[src/dtc_pkg.sv]
// Purpose: Shared constants and types of the dual interface tag control block
// Assumes: 20 MHz system clock, serial clock well below a quarter of it
// Notes:   All state of the main module is one packed struct declared here
package dtc_pkg;
   // ------------------------------------------------------------
   // Memory geometry
   // ------------------------------------------------------------
   localparam int I2C_BYTES = 8192;
   localparam int RF_WORDS = 2048;
   localparam int RF_WORD_BITS = 32;
   localparam int ADDR_W = $clog2(I2C_BYTES);
   localparam int RF_ADDR_W = $clog2(RF_WORDS);
   localparam int FIFO_DEPTH = 16;

   // ------------------------------------------------------------
   // Device select byte layout
   // ------------------------------------------------------------
   localparam logic [3:0] DEV_TYPE = 4'hA;
   localparam logic [1:0] DEV_FIXED = 2'h3;
   localparam int DEV_TYPE_MSB = 7;
   localparam int DEV_TYPE_LSB = 4;
   localparam int DEV_BANK_BIT = 3;
   localparam int DEV_FIXED_MSB = 2;
   localparam int DEV_FIXED_LSB = 1;
   localparam int DEV_RW_BIT = 0;
   localparam int ADDR_HI_W = ADDR_W - 8;

   // ------------------------------------------------------------
   // Byte and bit counting
   // ------------------------------------------------------------
   localparam logic [3:0] BIT_NONE = 4'h0;
   localparam logic [3:0] BIT_ONE = 4'h1;
   localparam logic [3:0] BIT_LAST = 4'h8;
   localparam logic [1:0] BYTE_DEV = 2'h0;
   localparam logic [1:0] BYTE_AHI = 2'h1;
   localparam logic [1:0] BYTE_ALO = 2'h2;
   localparam logic [1:0] BYTE_DATA = 2'h3;
   localparam logic [ADDR_W-1:0] ADDR_STEP = 13'h0001;

   // ------------------------------------------------------------
   // Contactless link rates
   // ------------------------------------------------------------
   localparam int RX_RATE_SLOW_BPS = 1600;
   localparam int RX_RATE_FAST_BPS = 26000;
   localparam int TX_RATE_LOW_BPS = 6600;
   localparam int TX_RATE_HIGH_BPS = 26000;
   localparam int TX_RATE_FAST_BPS = 53000;
   localparam int SUBCARRIER_1_HZ = 423000;
   localparam int SUBCARRIER_2_HZ = 484000;

   typedef enum logic [2:0] {
      ST_IDLE, ST_RX, ST_RX_ACK, ST_TX, ST_TX_ACK
   } dtc_i2c_st_type;

   typedef enum logic {RX_ONE_OF_256, RX_ONE_OF_4} dtc_rx_rate_type;
   typedef enum logic [1:0] {TX_LOW, TX_HIGH, TX_FAST} dtc_tx_rate_type;
   typedef enum logic {WRITE_IN_PROGRESS_MODE, COMMAND_ACTIVE_MODE} dtc_act_mode_type;

   typedef struct packed {
      logic bank;
      logic [ADDR_W-1:0] addr;
      logic [7:0] data;
   } dtc_wr_type;

   typedef struct packed {
      logic scl_s1, scl_s2, scl_d;
      logic sda_s1, sda_s2, sda_d;
      logic vcc_s1, vcc_s2;
      logic wb_s1, wb_s2;
      logic cb_s1, cb_s2;
      logic fo_s1, fo_s2;
      dtc_i2c_st_type st;
      logic [3:0] bit_cnt;
      logic [1:0] byte_idx;
      logic [7:0] shift;
      logic rw;
      logic bank;
      logic [ADDR_W-1:0] addr;
      logic sda_oe;
      logic rd_next;
      logic push;
      dtc_wr_type push_word;
      logic stop_seen;
      logic standby;
      logic wip;
      logic act_oe;
      logic harv_oe;
      dtc_rx_rate_type rx_rate;
      dtc_tx_rate_type tx_rate;
      logic two_sub;
   } dtc_state_type;
endpackage

[src/dtc_fifo.sv]
// Purpose: Small flop based FIFO with valid and ready on both sides
// Assumes: Single clock, DEPTH a power of two
// Notes:   in_ready low when full is the back-pressure toward the serial port
`timescale 1ns/10ps
module dtc_fifo #(
   parameter int WIDTH = 22,
   parameter int DEPTH = 16
) (
   input wire logic clk,
   input wire logic rst_n,
   input wire logic in_valid,
   output logic in_ready,
   input wire logic [WIDTH-1:0] in_data,
   output logic out_valid,
   input wire logic out_ready,
   output logic [WIDTH-1:0] out_data
);
   localparam int PW = $clog2(DEPTH);
   localparam logic [PW:0] FULL_CNT = (PW+1)'(DEPTH);
   localparam logic [PW:0] CNT_ONE = (PW+1)'(1);
   localparam logic [PW-1:0] PTR_ONE = PW'(1);

   logic [WIDTH-1:0] mem_ff [DEPTH];
   logic [PW-1:0] wp_ff;
   logic [PW-1:0] rp_ff;
   logic [PW:0] cnt_ff;
   logic do_push;
   logic do_pop;

   assign in_ready = (cnt_ff != FULL_CNT);
   assign out_valid = (cnt_ff != '0);
   assign out_data = mem_ff[rp_ff];
   assign do_push = in_valid && in_ready;
   assign do_pop = out_valid && out_ready;

   always_ff @(posedge clk or negedge rst_n) begin
      if (!rst_n) begin
         wp_ff <= '0;
         rp_ff <= '0;
         cnt_ff <= '0;
      end else begin
         if (do_push) begin
            wp_ff <= wp_ff + PTR_ONE;
         end
         if (do_pop) begin
            rp_ff <= rp_ff + PTR_ONE;
         end
         if (do_push && !do_pop) begin
            cnt_ff <= cnt_ff + CNT_ONE;
         end else if (do_pop && !do_push) begin
            cnt_ff <= cnt_ff - CNT_ONE;
         end
      end
   end

   // Storage needs no reset; it is never read while empty
   always_ff @(posedge clk) begin
      if (do_push) begin
         mem_ff[wp_ff] <= in_data;
      end
   end
endmodule // dtc_fifo

[src/dtc_tag_ctrl.sv]
// Purpose: Control logic of a dual interface tag: serial slave port,
//          activity output, harvest enable, link rate selection
// Assumes: scl_i, sda_i, vcc_ok, busy flags and field_ok are asynchronous
// Notes:   Rules that the logic below carries out
`timescale 1ns/10ps
module dtc_tag_ctrl (
   input wire logic clk,
   input wire logic rst_n,
   input wire logic scl_i,
   input wire logic sda_i,
   output logic sda_o,
   output logic sda_oe,
   input wire logic vcc_ok,
   input wire logic rf_write_busy,
   input wire logic rf_cmd_busy,
   input wire dtc_pkg::dtc_act_mode_type rf_out_mode,
   output logic rf_activity_out,
   output logic rf_activity_oe,
   input wire logic harvest_en,
   input wire logic field_ok,
   output logic harvest_oe,
   input wire logic rf_rx_one_of_4,
   input wire logic rf_high_rate,
   input wire logic rf_fast,
   input wire logic rf_two_sub,
   output dtc_pkg::dtc_rx_rate_type rf_rx_rate,
   output dtc_pkg::dtc_tx_rate_type rf_tx_rate,
   output logic rf_tx_two_sub,
   output logic [dtc_pkg::ADDR_W-1:0] mem_addr,
   output logic mem_bank,
   input wire logic [7:0] rd_data,
   output logic rd_next,
   output logic wr_valid,
   input wire logic wr_ready,
   output dtc_pkg::dtc_wr_type wr_data,
   output logic standby,
   output logic wip
);
   import dtc_pkg::*;

   dtc_state_type q;
   dtc_state_type n;
   logic fifo_ready;
   logic fifo_valid;
   logic scl_rise;
   logic scl_fall;
   logic start_cond;
   logic stop_cond;

   // ------------------------------------------------------------
   // Decoding
   // ------------------------------------------------------------
   function automatic logic dev_match(input logic [7:0] b);
      dev_match = (b[DEV_TYPE_MSB:DEV_TYPE_LSB] == DEV_TYPE) &&
                  (b[DEV_FIXED_MSB:DEV_FIXED_LSB] == DEV_FIXED);
   endfunction

   assign scl_rise = q.scl_s2 && !q.scl_d;
   assign scl_fall = !q.scl_s2 && q.scl_d;
   assign start_cond = q.scl_s2 && q.scl_d && q.sda_d && !q.sda_s2;
   assign stop_cond = q.scl_s2 && q.scl_d && !q.sda_d && q.sda_s2;

   // ------------------------------------------------------------
   // Next state
   // ------------------------------------------------------------
   always_comb begin
      n = q;
      n.scl_s1 = scl_i;
      n.scl_s2 = q.scl_s1;
      n.scl_d = q.scl_s2;
      n.sda_s1 = sda_i;
      n.sda_s2 = q.sda_s1;
      n.sda_d = q.sda_s2;
      n.vcc_s1 = vcc_ok;
      n.vcc_s2 = q.vcc_s1;
      n.wb_s1 = rf_write_busy;
      n.wb_s2 = q.wb_s1;
      n.cb_s1 = rf_cmd_busy;
      n.cb_s2 = q.cb_s1;
      n.fo_s1 = field_ok;
      n.fo_s2 = q.fo_s1;
      n.push = 1'b0;
      n.rd_next = 1'b0;

      if (start_cond) begin
         n.st = ST_RX;
         n.bit_cnt = BIT_NONE;
         n.byte_idx = BYTE_DEV;
         n.sda_oe = 1'b0;
         n.stop_seen = 1'b0;
      end else if (stop_cond) begin
         n.st = ST_IDLE;
         n.sda_oe = 1'b0;
         n.stop_seen = 1'b1;
      end else begin
         case (q.st)
            ST_IDLE: begin
               n.sda_oe = 1'b0;
            end
            ST_RX: begin
               if (scl_rise) begin
                  n.shift = {q.shift[6:0], q.sda_s2};
                  n.bit_cnt = q.bit_cnt + BIT_ONE;
               end else if (scl_fall && q.bit_cnt == BIT_LAST) begin
                  n.bit_cnt = BIT_NONE;
                  n.st = ST_IDLE;
                  case (q.byte_idx)
                     BYTE_DEV: begin
                        // Mismatch leaves the line released until next start
                        if (dev_match(q.shift)) begin
                           n.st = ST_RX_ACK;
                           n.rw = q.shift[DEV_RW_BIT];
                           n.bank = q.shift[DEV_BANK_BIT];
                        end
                     end
                     BYTE_AHI: begin
                        n.addr[ADDR_W-1:8] = q.shift[ADDR_HI_W-1:0];
                        n.st = ST_RX_ACK;
                     end
                     BYTE_ALO: begin
                        n.addr[7:0] = q.shift;
                        n.st = ST_RX_ACK;
                     end
                     default: begin
                        // Full buffer refuses the byte instead of losing it
                        if (fifo_ready) begin
                           n.push = 1'b1;
                           n.push_word = '{bank: q.bank, addr: q.addr, data: q.shift};
                           n.addr = q.addr + ADDR_STEP;
                           n.st = ST_RX_ACK;
                        end
                     end
                  endcase
                  n.sda_oe = (n.st == ST_RX_ACK);
               end
            end
            ST_RX_ACK: begin
               if (scl_fall) begin
                  if (q.byte_idx == BYTE_DEV && q.rw) begin
                     n.shift = rd_data;
                     n.sda_oe = !rd_data[7];
                     n.bit_cnt = BIT_ONE;
                     n.st = ST_TX;
                  end else begin
                     n.sda_oe = 1'b0;
                     n.st = ST_RX;
                     if (q.byte_idx != BYTE_DATA) begin
                        n.byte_idx = q.byte_idx + 2'h1;
                     end
                  end
               end
            end
            ST_TX: begin
               if (scl_fall) begin
                  if (q.bit_cnt == BIT_LAST) begin
                     n.sda_oe = 1'b0;
                     n.st = ST_TX_ACK;
                     n.addr = q.addr + ADDR_STEP;
                     n.rd_next = 1'b1;
                  end else begin
                     n.shift = {q.shift[6:0], 1'b0};
                     n.sda_oe = !q.shift[6];
                     n.bit_cnt = q.bit_cnt + BIT_ONE;
                  end
               end
            end
            ST_TX_ACK: begin
               if (scl_rise && q.sda_s2) begin
                  n.st = ST_IDLE;
               end else if (scl_fall) begin
                  n.shift = rd_data;
                  n.sda_oe = !rd_data[7];
                  n.bit_cnt = BIT_ONE;
                  n.st = ST_TX;
               end
            end
            default: begin
               n.st = ST_IDLE;
               n.sda_oe = 1'b0;
            end
         endcase
      end

      // Supply below threshold: port is dead and comes back in standby
      if (!q.vcc_s2) begin
         n.st = ST_IDLE;
         n.sda_oe = 1'b0;
         n.push = 1'b0;
         n.rd_next = 1'b0;
         n.stop_seen = 1'b1;
      end

      n.wip = fifo_valid || q.push;
      n.standby = n.stop_seen && !n.wip;

      // ---------------------------------------------------------
      // Contactless side outputs
      // ---------------------------------------------------------
      if (rf_out_mode == COMMAND_ACTIVE_MODE) begin
         n.act_oe = q.vcc_s2 && q.cb_s2;
      end else begin
         n.act_oe = q.vcc_s2 && q.wb_s2;
      end
      n.harv_oe = harvest_en && q.fo_s2;
      n.rx_rate = rf_rx_one_of_4 ? RX_ONE_OF_4 : RX_ONE_OF_256;
      if (!rf_high_rate) begin
         n.tx_rate = TX_LOW;
         n.two_sub = rf_two_sub;
      end else if (rf_fast) begin
         n.tx_rate = TX_FAST;
         n.two_sub = 1'b0;
      end else begin
         n.tx_rate = TX_HIGH;
         n.two_sub = rf_two_sub;
      end
   end

   // ------------------------------------------------------------
   // State register
   // ------------------------------------------------------------
   always_ff @(posedge clk or negedge rst_n) begin
      if (!rst_n) begin
         q <= '0;
         q.scl_s1 <= 1'b1;
         q.scl_s2 <= 1'b1;
         q.scl_d <= 1'b1;
         q.sda_s1 <= 1'b1;
         q.sda_s2 <= 1'b1;
         q.sda_d <= 1'b1;
         q.st <= ST_IDLE;
         q.stop_seen <= 1'b1;
         q.standby <= 1'b1;
         q.rx_rate <= RX_ONE_OF_256;
         q.tx_rate <= TX_LOW;
      end else begin
         q <= n;
      end
   end

   // ------------------------------------------------------------
   // Write buffer toward memory
   // ------------------------------------------------------------
   dtc_fifo #(
      .WIDTH($bits(dtc_wr_type)),
      .DEPTH(FIFO_DEPTH)
   ) u_fifo (
      .clk(clk),
      .rst_n(rst_n),
      .in_valid(q.push),
      .in_ready(fifo_ready),
      .in_data(q.push_word),
      .out_valid(fifo_valid),
      .out_ready(wr_ready),
      .out_data(wr_data)
   );

   assign wr_valid = fifo_valid;
   assign sda_o = 1'b0;
   assign sda_oe = q.sda_oe;
   assign rf_activity_out = 1'b0;
   assign rf_activity_oe = q.act_oe;
   assign harvest_oe = q.harv_oe;
   assign rf_rx_rate = q.rx_rate;
   assign rf_tx_rate = q.tx_rate;
   assign rf_tx_two_sub = q.two_sub;
   assign mem_addr = q.addr;
   assign mem_bank = q.bank;
   assign rd_next = q.rd_next;
   assign standby = q.standby;
   assign wip = q.wip;
endmodule // dtc_tag_ctrl

[config.mk]
export PLATFORM = sky130hd
export DESIGN_NAME = dtc_tag_ctrl
export DESIGN_NICKNAME = d
export VERILOG_FILES = /design/src/dtc_pkg.sv /design/src/dtc_fifo.sv /design/src/dtc_tag_ctrl.sv
export SDC_FILE = /design/constraint.sdc
export NUM_CORES = 1
export LEC_CHECK = 0
export CORE_ASPECT_RATIO = 1.4
export CORE_MARGIN = 2
export CORE_UTILIZATION = 36
export CTS_CLUSTER_SIZE = 24
export DETAILED_ROUTE_END_ITERATION = 8
export DONT_BUFFER_PORTS = 1
export GPL_ROUTABILITY_DRIVEN = 0
export GPL_TIMING_DRIVEN = 0
export PLACE_DENSITY = 0.5
export RECOVER_POWER = 100
export SLEW_MARGIN = 20
export SYNTH_ARGS = -nofsm -noshare
export SYNTH_HDL_FRONTEND = slang
export SYNTH_HIERARCHICAL = 1
export SYNTH_SLANG_ARGS = --single-unit
export TNS_END_PERCENT = 50
[constraint.sdc]
create_clock -name clk -period 7.1 [get_ports clk]
set_clock_uncertainty 0.2 [all_clocks]
set_input_delay 0.71 -clock clk [delete_from_list [all_inputs] [get_ports clk]]
set_output_delay 0.71 -clock clk [all_outputs]
set_load 0.02 [all_outputs]
Word level (Yosys, flattened, before mapping). Memory sizes are Yosys's and may differ from the RTL's. Cells that the tools add are included.

Word-level logic and storage cells: 223. Register bits: 93. Memories kept: 1. Memory bits (writable): 352.

$add $sub $neg: 7. Mux-type cells: 76. Equality and inequality tests: 44. Bitwise operators: 4. Reduce and logical (&&, ||, !) cells: 52.

Memories: u_fifo.mem_ff (depth 16, bits a word 22, read ports 1, clocked after Yosys merged registers in 0, write ports 1, RTL line dtc_fifo.sv:23) `logic [WIDTH-1:0] mem_ff [DEPTH];`.

Operators with widths (count): 2-to-1 mux 23 bit (5); 2-to-1 mux 24 bit (2); 2-to-1 mux 8 bit (6); != test 5 bit (second input constant) (8); 2-to-1 mux 3 bit (13); 2-to-1 mux 16 bit (2); one-hot mux 8 bit (4 select lines) (1); != test 2 bit (second input constant) (15); 2-to-1 mux 29 bit (1); AND reduction 9 bit (3); 2-to-1 mux 13 bit (2); one-hot mux 13 bit (2 select lines) (1); 2-to-1 mux 7 bit (3); AND reduction 7 bit (3); logical AND 1 bit (19); 2-to-1 mux 2 bit (9); != test 3 bit (second input constant) (6); 2-to-1 mux 17 bit (1); 2-to-1 mux 1 bit (16); 2-to-1 mux 4 bit (4); one-hot mux 4 bit (4 select lines) (1); one-hot mux 8 bit (2 select lines) (1); 2-to-1 mux 15 bit (1); one-hot mux 3 bit (5 select lines) (1); 32 further kinds (59).

Longest topological paths before layout. Gate-level depths: netlist of the first run.

Word-level depth: 16. Gate-level depth with buffers: 10.

Modules after synthesis. Netlist of the first run, hierarchy kept.

By module, submodules not included: dtc_fifo (cells an instance 718, seq. area each 10895.4 um^2, area an instance 14373.8 um^2, times used 1); dtc_tag_ctrl (cells an instance 384, seq. area each 2011.9 um^2, area an instance 4003.8 um^2, times used 1).

Least setup slack after synthesis of the first run. OpenSTA, ideal clock, no wires.

Path type: register to register. Start: register u_fifo.cnt_ff[0]. End: memory u_fifo.mem_ff[3][0] (enable). Setup time: 0.429 ns. Buffers on the path: 0. Period minus slack after synthesis: 3.163 ns. Arrival time: 2.534 ns. Cell stages (with the launch flop): 5. Path slack: 3.937 ns. Cells stage by stage: dfrtp_1 nor4_2 a21boi_2 nand2_1 nor3_1.

Cells in the longest elaborated chain, start to end: 4.

RTL lines: start, declared (RTL line dtc_fifo.sv:26) `logic [PW:0] cnt_ff;`; start signal, assigned (RTL line dtc_fifo.sv:49) `cnt_ff <= cnt_ff + CNT_ONE;`; start signal, assigned (RTL line dtc_fifo.sv:51) `cnt_ff <= cnt_ff - CNT_ONE;`; != test 5 bit (RTL line dtc_fifo.sv:30) `assign in_ready = (cnt_ff != FULL_CNT);`; logical AND 1 bit (RTL line dtc_fifo.sv:33) `assign do_push = in_valid && in_ready;`; via u_fifo.do_push (RTL line dtc_fifo.sv:27) `logic do_push;`; 2-to-1 mux 1 bit (RTL line dtc_fifo.sv:58) `if (do_push) begin`; 2-to-1 mux 1 bit (implied by the code) (RTL line dtc_fifo.sv:59) `mem_ff[wp_ff] <= in_data;`; end, declared (RTL line dtc_fifo.sv:23).

The timed path passes the listed nets, and every way through them passes these cells.

Worst setup path after layout of the first run.
Start: register u_fifo.cnt_ff[0]. End: memory u_fifo.mem_ff[11][11] (enable).

The elaborated chain is that of the path after synthesis.

==> summary.md, run 1 <==
| Metric | Value |
|---|---|
| Pleak | `about 6.0 nW` |
| Worst EP arrival | `4520 ps` |
| Synth cell count leaders | `edfxtp_1, mux2i_1, dfrtp_1` |
| Total Routed Length | `44580 µm` |
| Flop2flop setup slack | `around 2500 ps` |
| Relative slew slack | `-27.48%` |
| Peak supply drop | `0.1693 mV` |
| Clk buf depth | `3` |
| RSZ-0062 raised after global routing | `no` |
| Final setup TNS | `0 ps` |
| Synth top area cells | `edfxtp_1, dfrtp_1, mux4_2, mux2i_1, a221oi_1` |
| Global-route wire length before repair | `about 67000 µm` |
| Violated checks | `capacitance limit, slew limit` |
| Final critical-path required period | `between 4000 and 5000 ps` |
| CP Capture Type | `flop` |
| Synth top area share | `between 50% and 60%` |
| Sw Pwr | `~1 mW` |
| Final Max Slew Viols | `28` |
| Pint | `between 4 and 5 mW` |
| Htree depth | `2` |
| GRT overflow | `0` |
| Sink Count | `about 450` |
| Initial antenna violation count | `0` |
| Top-count cell post-synth | `edfxtp_1` |
| Root Driver | `clkbuf_16` |
| Ys Warns | `6` |
| Avg Cell Area, Syn | `16.68 µm²` |
| Final setup fails | `0` |
| Vias | `about 10k` |
| Routed Antenna Nets | `0` |
| Tightest Hold Check Type | `input pin to flop` |
| EDFF count, synth | `352` |
| Post CTS Setup Buffer Count | `0` |
| DRT iter0 DRCs | `around 600` |
| Mapped cell area | `around 18000 µm²` |
| Post-CTS sizing | `0` |
| TritonCTS Buffers | `44` |
| Hold_buf cts | `10` |
| Largest net degree at the start of global routing | `94` |
| First drt pass iteration count | `5` |
| Fin cells | `around 1.9k` |
| Residual DRC | `0` |
| Slowest cell on the critical path | `nor2_1` |
| Die Height | `roughly 270 µm` |
| # fillers | `4714` |
| # diodes | `0` |
| Final period util | `between 60 and 70%` |
| Worst Path Max Fanout | `13` |
| PwrDens | `approximately 250 nW/µm²` |
| Most used DFF post-synth | `edfxtp_1` |
| Worst EP required | `7060 ps` |
| Detailed placement HPWL | `approximately 31000 µm` |
| Post-synth top area cell | `edfxtp_1` |
| Switching share of power | `around 20%` |
| Final nets | `between 1k and 1.5k` |
| Routed length per instance | `around 24 µm` |
| Clock Latency Late Sink | `between 500 and 600 ps` |
| Initial Utilization | `between 30 and 40%` |
| Post-Syn Instances | `1102` |
| Buffers on Ports | `0` |
| Combinational fraction of design power | `approximately 1.6%` |
| Global route hottest layer | `met2` |
| Placed insts | `around 1.8k` |
| # IOs | `72` |
| Area grow syn2layout | `11.94%` |
| Die area | `between 50000 and 60000 µm²` |
| Outcome | `finished, violations left` |
| Core Region | `50760 µm²` |
| FFs w/ async S/R, synth | `about a fifth` |
| Vias in the first global route | `10.26k` |
| Setup CP Type | `flop to flop` |
| Clock share of power | `between 40% and 50%` |
| Fmax | `219.3 MHz` |
| M3 GR Usage | `under 10%` |
| CTS tree | `built` |
| Global Route met2 Usage | `31.95%` |
| Post-synthesis register bit count | `between 400 and 500` |
| Max-cap violations | `2` |
| Rows | `between 90 and 100` |
| Worst-Margin Slew | `around 1900 ps` |
| Total GRT Usage | `between 10% and 20%` |
| Post-synthesis sequential area ratio | `a little over two thirds` |
| Met1 Usage GRT | `19.76%` |
| Layout cell share with drive strength beyond 1 | `between 10% and 20%` |
| DIE WIDTH | `195.0 µm` |
| Clock slew at reported path FFs | `60 ps` |
| Unique masters post-synth | `71` |
| Seq pwr share | `approximately 56%` |
| Crit path cell chain | `nor4_1, a21boi_0, nand2_1, nor2_1, clkbuf_1` |
| Vias/cell | `5.319` |
| Crit-path max cell delay | `1470 ps` |
| Startpoint types | `flop` |
| Final-report hold violation count | `0` |
critical path: cells and delay by family (launching register included):
family | cells | cell delay [ps]
buffers and inverters | 1 | 750
DFF | 1 | 420
and+or+nand+nor | 3 | 1940
AOI/OAI and AO/OA | 1 | 860
registers in the layout (all words and copies together) (netlist names), 2 cells and up:
| register | count |
|---|---|
| mem_addr | 13 |
| u_fifo/cnt_ff | 5 |
| q | 48 |
| u_fifo/wp_ff | 4 |
| u_fifo/rp_ff | 4 |
| n | 8 |
| rf_tx_rate | 2 |
| u_fifo/mem_ff | 352 |
logic make-up after synthesis:
logic type	after synthesis	share of synthesized area, %
xor gates and xnor gates	12	0.5719
adders and majority gates	18	1.266
buffers and inverters	87	3.002
muxes	165	12.37
AOI/OAI and AO/OA	195	7.829
other	1	0.02041
and+or+nand+nor	179	4.704
DFF	445	70.23
cell usage in the layout, fill, tap and decap left out, types with 8 or more instances in the layout:
master / Yosys / routed
edfxtp_1: 352 / 352
mux2i_1: 97 / 97
dfrtp_1: 85 / 85
clkbuf_1: 18 / 80
nand2_1: 61 / 62
o21ai_0: 51 / 53
clkbuf_16: 0 / 45
mux4_2: 44 / 44
nor2_1: 43 / 43
a221oi_1: 30 / 30
a21oi_1: 28 / 28
a22oi_1: 24 / 24
inv_1: 19 / 19
ha_1: 17 / 17
a221oi_2: 15 / 15
nor3_1: 14 / 14
nand3_1: 13 / 13
mux2_2: 13 / 13
buf_4: 26 / 11
mux2_1: 0 / 10
nand2b_1: 9 / 9
dlygate4sd3_1: 0 / 9
xnor2_1: 9 / 9
buf_2: 8 / 8
buf_6: 12 / 8
power by group through the flow:
| stage | sequential (mW) | clock, mW | combinational (mW) |
|---|---|---|---|
| finish | 2.86 | 2.17 | 0.0794 |
| global route | 2.87 | 2.33 | 0.0930 |
| CTS | 2.87 | 2.23 | 0.0822 |
| detailed placement | 2.92 | 0 | 0.0642 |
| global placement | 2.92 | 0 | 0.0630 |
| floorplan | 2.89 | 0 | 0.0534 |
metal layers:
layer / part of all wire, % / up-vias
li1: - / 4500
met4: 2.4 / 0
met3: 3.9 / 70
met1: 39 / 5137
met5: 0 / -
met2: 54 / 197
through the flow:
| stage | power, mW | hold slack (ps) | util [%] | setup WS [ps] | area [µm²] |
|---|---|---|---|---|---|
| floorplan | 2.940 | 131.2 | - | 3937 | 18380 |
| global placement | 2.982 | 132.0 | 37.81 | 1480 | 19190 |
| detailed placement | 2.984 | 136.4 | 38.89 | 3560 | 19740 |
| CTS | 5.182 | 77.97 | 41.70 | 3390 | 21170 |
| global route | 5.286 | 83.04 | 40.52 | 2193 | 20570 |
| finish | 5.113 | 106.9 | 40.52 | 2540 | 20570 |
final cells by class:
type                       count  area [µm²]  area share (%)
clock buffer                  68        1252           6.088
tap                          650       813.3           3.954
timing repair buffer          34       207.7           1.010
buffer                        68       394.1           1.916
multi-input combinational    571        4867           23.66
inverter                      19       71.32          0.3467
clock inverter                 7       57.56          0.2798
sequential                   445       12910           62.75
path summary, 6_finish.rpt:
check | startpoint | to | cells after the start
setup / recovery | u_fifo/cnt_ff[0] | u_fifo/mem_ff[11][11] | 5
hold / removal | harvest_en | harvest_oe | 1
setup reg to reg | u_fifo/cnt_ff[0] | u_fifo/mem_ff[11][11] | 5
hold reg to reg | n[68] | q[68] | 0
max in group asynchronous | rst_n | n[75] | 2
min in group asynchronous | rst_n | mem_addr[10] | 2
Note: power is estimated with default switching activity, not from simulation.
==> inputs of run 2 (changes only) <==
Settings changed: PLACE_DENSITY 0.5 to 0.52.
Clock period 7.1 ns to 3.8 ns, I/O delays scaled along.
==> run 2 against run 1 <==
Against the previous run: the flow still finishes with violations (capacitance limit, slew limit); wire length is 0.52% lower; clock power is 120% higher; die area stayed put; combinational power is 98% higher; register-to-register slack worse by 2300 ps; global-route usage hardly changed; sequential share of layout area is 1.5 points lower; design area is 2.4% higher; cell count is 1.3% higher; flip-flop and latch count stayed put.
==> summary.md, run 2 (synthesis gave the netlist of run 1 again) <==
| Metric | Value |
|---|---|
| R2R cell count | `10 (+5)` |
| Max-cap violations | `4 (+2)` |
| Switching share of power | `19.95% (-0.20 points)` |
| Die area | `52900 µm² (unchanged)` |
| Area grow syn2layout | `14.65%` |
| Final setup fails | `0 (unchanged)` |
| Clock share of power | `46.1% (+3.7 points)` |
| Most frequent cells in the layout | `edfxtp_1, mux2i_1, dfrtp_1` |
| Final nets | `1240 (+1.3%)` |
| Buffers on Ports | `0 (unchanged)` |
| RSZ-0062 raised after global routing | `no` |
| Peak supply drop | `0.3168 mV (+87%)` |
| Initial Utilization | `36.20% (unchanged)` |
| CP Capture Type | `flop` |
| Final-report hold violation count | `0 (unchanged)` |
| Initial antenna violation count | `1 (+1)` |
| Routed length per instance | `23.51 µm (-1.8%)` |
| Most common cell after layout, fill and taps aside | `edfxtp_1` |
| Crit path cell chain | `nor4_2, nand2b_1, nand2_1, ha_1, inv_1, fa_1, a21o_1, a21oi_1, mux2i_1, xnor2_1` |
| Pint | `8.182 mW (+100%)` |
| Sink Count | `445 (unchanged)` |
| Outcome | `finished, violations left` |
| WHS Endpoint | `sda_oe` |
| Sw Pwr | `2.039 mW (+98%)` |
| Detailed placement HPWL | `30930 µm (-1.5%)` |
| Startpoint types | `flop` |
| Worst EP arrival | `3820 ps (-700 ps)` |
| GRT overflow | `0 (unchanged)` |
| Worst Path Max Fanout | `5 (-8)` |
| Slowest cell on the critical path | `fa_1` |
| Biggest register | `u_fifo/mem_ff` |
| # IOs | `72 (unchanged)` |
| Residual DRC | `0 (unchanged)` |
| Fmax | `281.5 MHz (+28%)` |
| # diodes | `0 (unchanged)` |
| Setup CP Type | `flop to flop` |
| Routed Antenna Nets | `0 (unchanged)` |
| Rows | `98 (unchanged)` |
| Die Height | `271.3 µm (unchanged)` |
| Seq pwr share | `52.3% (-3.7 points)` |
| Hold path depth | `4 (+3)` |
| Tightest Hold Check Type | `input pin to flop` |
| Flop2flop setup slack | `250 ps (-2290 ps)` |
| Violated checks | `capacitance limit, slew limit` |
| Worst R2R Start | `u_fifo/cnt_ff[1]` |
| Worst EP required | `4070 ps (-2990 ps)` |
| Combinational fraction of design power | `1.5% (about the same)` |
| Final critical-path required period | `3552 ps (-1008 ps)` |
| First drt pass iteration count | `5 (unchanged)` |
| Htree depth | `2 (unchanged)` |
| Layout cell share with drive strength beyond 1 | `15.61% (+1.9 points)` |
| Relative slew slack | `-60.26% (-33 points)` |
| Clock slew at reported path FFs | `60 ps (about the same)` |
| Final period util | `93.48% (+29 points)` |
| Min Hold Slack | `123.6 ps (+16.69 ps)` |
| Hold Startpoint | `rd_data[7]` |
| Total GRT Usage | `16.98% (about the same)` |
| Largest net degree at the start of global routing | `94 (unchanged)` |
| DRT iter0 DRCs | `688 (+16%)` |
| CTS tree | `built` |
| Root Driver | `clkbuf_16` |
| Clk buf depth | `3 (unchanged)` |
| Worst-Margin Slew | `2404 ps (+498.7 ps)` |
| Max reg flops | `352 (unchanged)` |
| R2R Path End | `u_fifo/cnt_ff[4]` |
| Final Max Slew Viols | `131 (+370%)` |
| Clock Latency Late Sink | `550 ps (about the same)` |
| Core Region | `50760 µm² (unchanged)` |
| Vias/cell | `5.267 (-0.97%)` |
| TritonCTS Buffers | `45 (+2.3%)` |
| Pleak | `6.234 nW (+4.5%)` |
| PwrDens | `485.1 nW/µm² (+95%)` |
| Vias | `9934 (+0.30%)` |
| Global-route wire length before repair | `66680 µm (about the same)` |
| Crit-path max cell delay | `480 ps (-990 ps)` |
| Total power | `10.22 mW (+100%)` |
| Post CTS Setup Buffer Count | `0 (unchanged)` |
| Vias in the first global route | `10.39k (+1.3%)` |
| Total Routed Length | `44350 µm (-0.52%)` |
| DIE WIDTH | `195.0 µm (unchanged)` |
run 2: cell types whose count changed in the layout (fill, tap and decap cells not counted), moves of 2 or more:
cell	delta
dlygate4sd3_1	+15
clkinv_2	+4
clkbuf_16	+2
clkinv_1	+6
buf_16	+2
clkbuf_1	-22
clkbuf_2	+6
bufinv_16	+7
run 2: stage by stage:
step	setup WS [ps]	cells	TNS, ps	util (%)	cell area [µm²]
after floorplan	637.2	1103	0	-	18380
after global placement	-1671	1753	-171920	37.81	19190
after detailed placement	281.2	1777	0	38.84	19720
after CTS	234.5	1886	0	42.48	21570
after global routing	23.45	1886	0	41.51	21070
final	247.7	1886	0	41.51	21070
run 2: timing repair:
item | 4_1_cts | 5_1_grt
hold buffers | 25 | 0
endpoints found under the setup margin | 0 | 0
resized for setup | 0 | 0
hold endpoints to repair | 116 | 0
run 2: power groups by stage:
| stage | clock [mW] | combinational [mW] | sequential (mW) |
|---|---|---|---|
| 3_5_place_dp | 0 | 0.117 | 5.45 |
| 4_1_cts | 4.83 | 0.163 | 5.35 |
| 5_1_grt | 4.99 | 0.180 | 5.35 |
| 6_report | 4.71 | 0.157 | 5.35 |
| 3_3_place_gp | 0 | 0.116 | 5.45 |
| 2_1_floorplan | 0 | 0.0998 | 5.39 |
run 2: how the worst max path moves through the flow:
stage	cells after the start	startpoint	slack [ps]	endpoint
after CTS	10	u_fifo/cnt_ff[0]	230	u_fifo/cnt_ff[4]
after global routing	10	u_fifo/cnt_ff[1]	20	u_fifo/cnt_ff[4]
final	10	u_fifo/cnt_ff[1]	250	u_fifo/cnt_ff[4]
after detailed placement	10	u_fifo/cnt_ff[0]	280	u_fifo/cnt_ff[4]
after global placement	4	u_fifo/cnt_ff[0]	-1670	u_fifo/mem_ff[3][10]
after floorplan	4	u_fifo/cnt_ff[0]	640	u_fifo/mem_ff[3][0]
run 2: cell type report:
class	instances	area, µm²
fillers	4657	29690
multi-input cells	571	4880
plain buffers	68	395.4
inverters	19	71.32
flip-flops and latches	445	12910
clock buffers	57	1247
well taps	650	813.3
clock inverters	27	335.3
repair buffers	49	420.4
run 2: per-layer routing:
metal  track usage [%]  up-vias  part of all wire [%]
met4             5.946        0                   3.0
met1             19.95     5107                    39
met3             2.696       79                   3.7
met5                 0        -                     0
met2             31.33      222                    54
li1                  -     4526                     -
run 2: worst max-delay path, delay by kind of cell (launching register included):
family	cells	cell delay, ps
flops	1	430
xor+xnor	1	150
fa+ha+maj	2	700
buf+inv	1	120
simple gates	3	1230
compound gates	2	380
mux	1	270
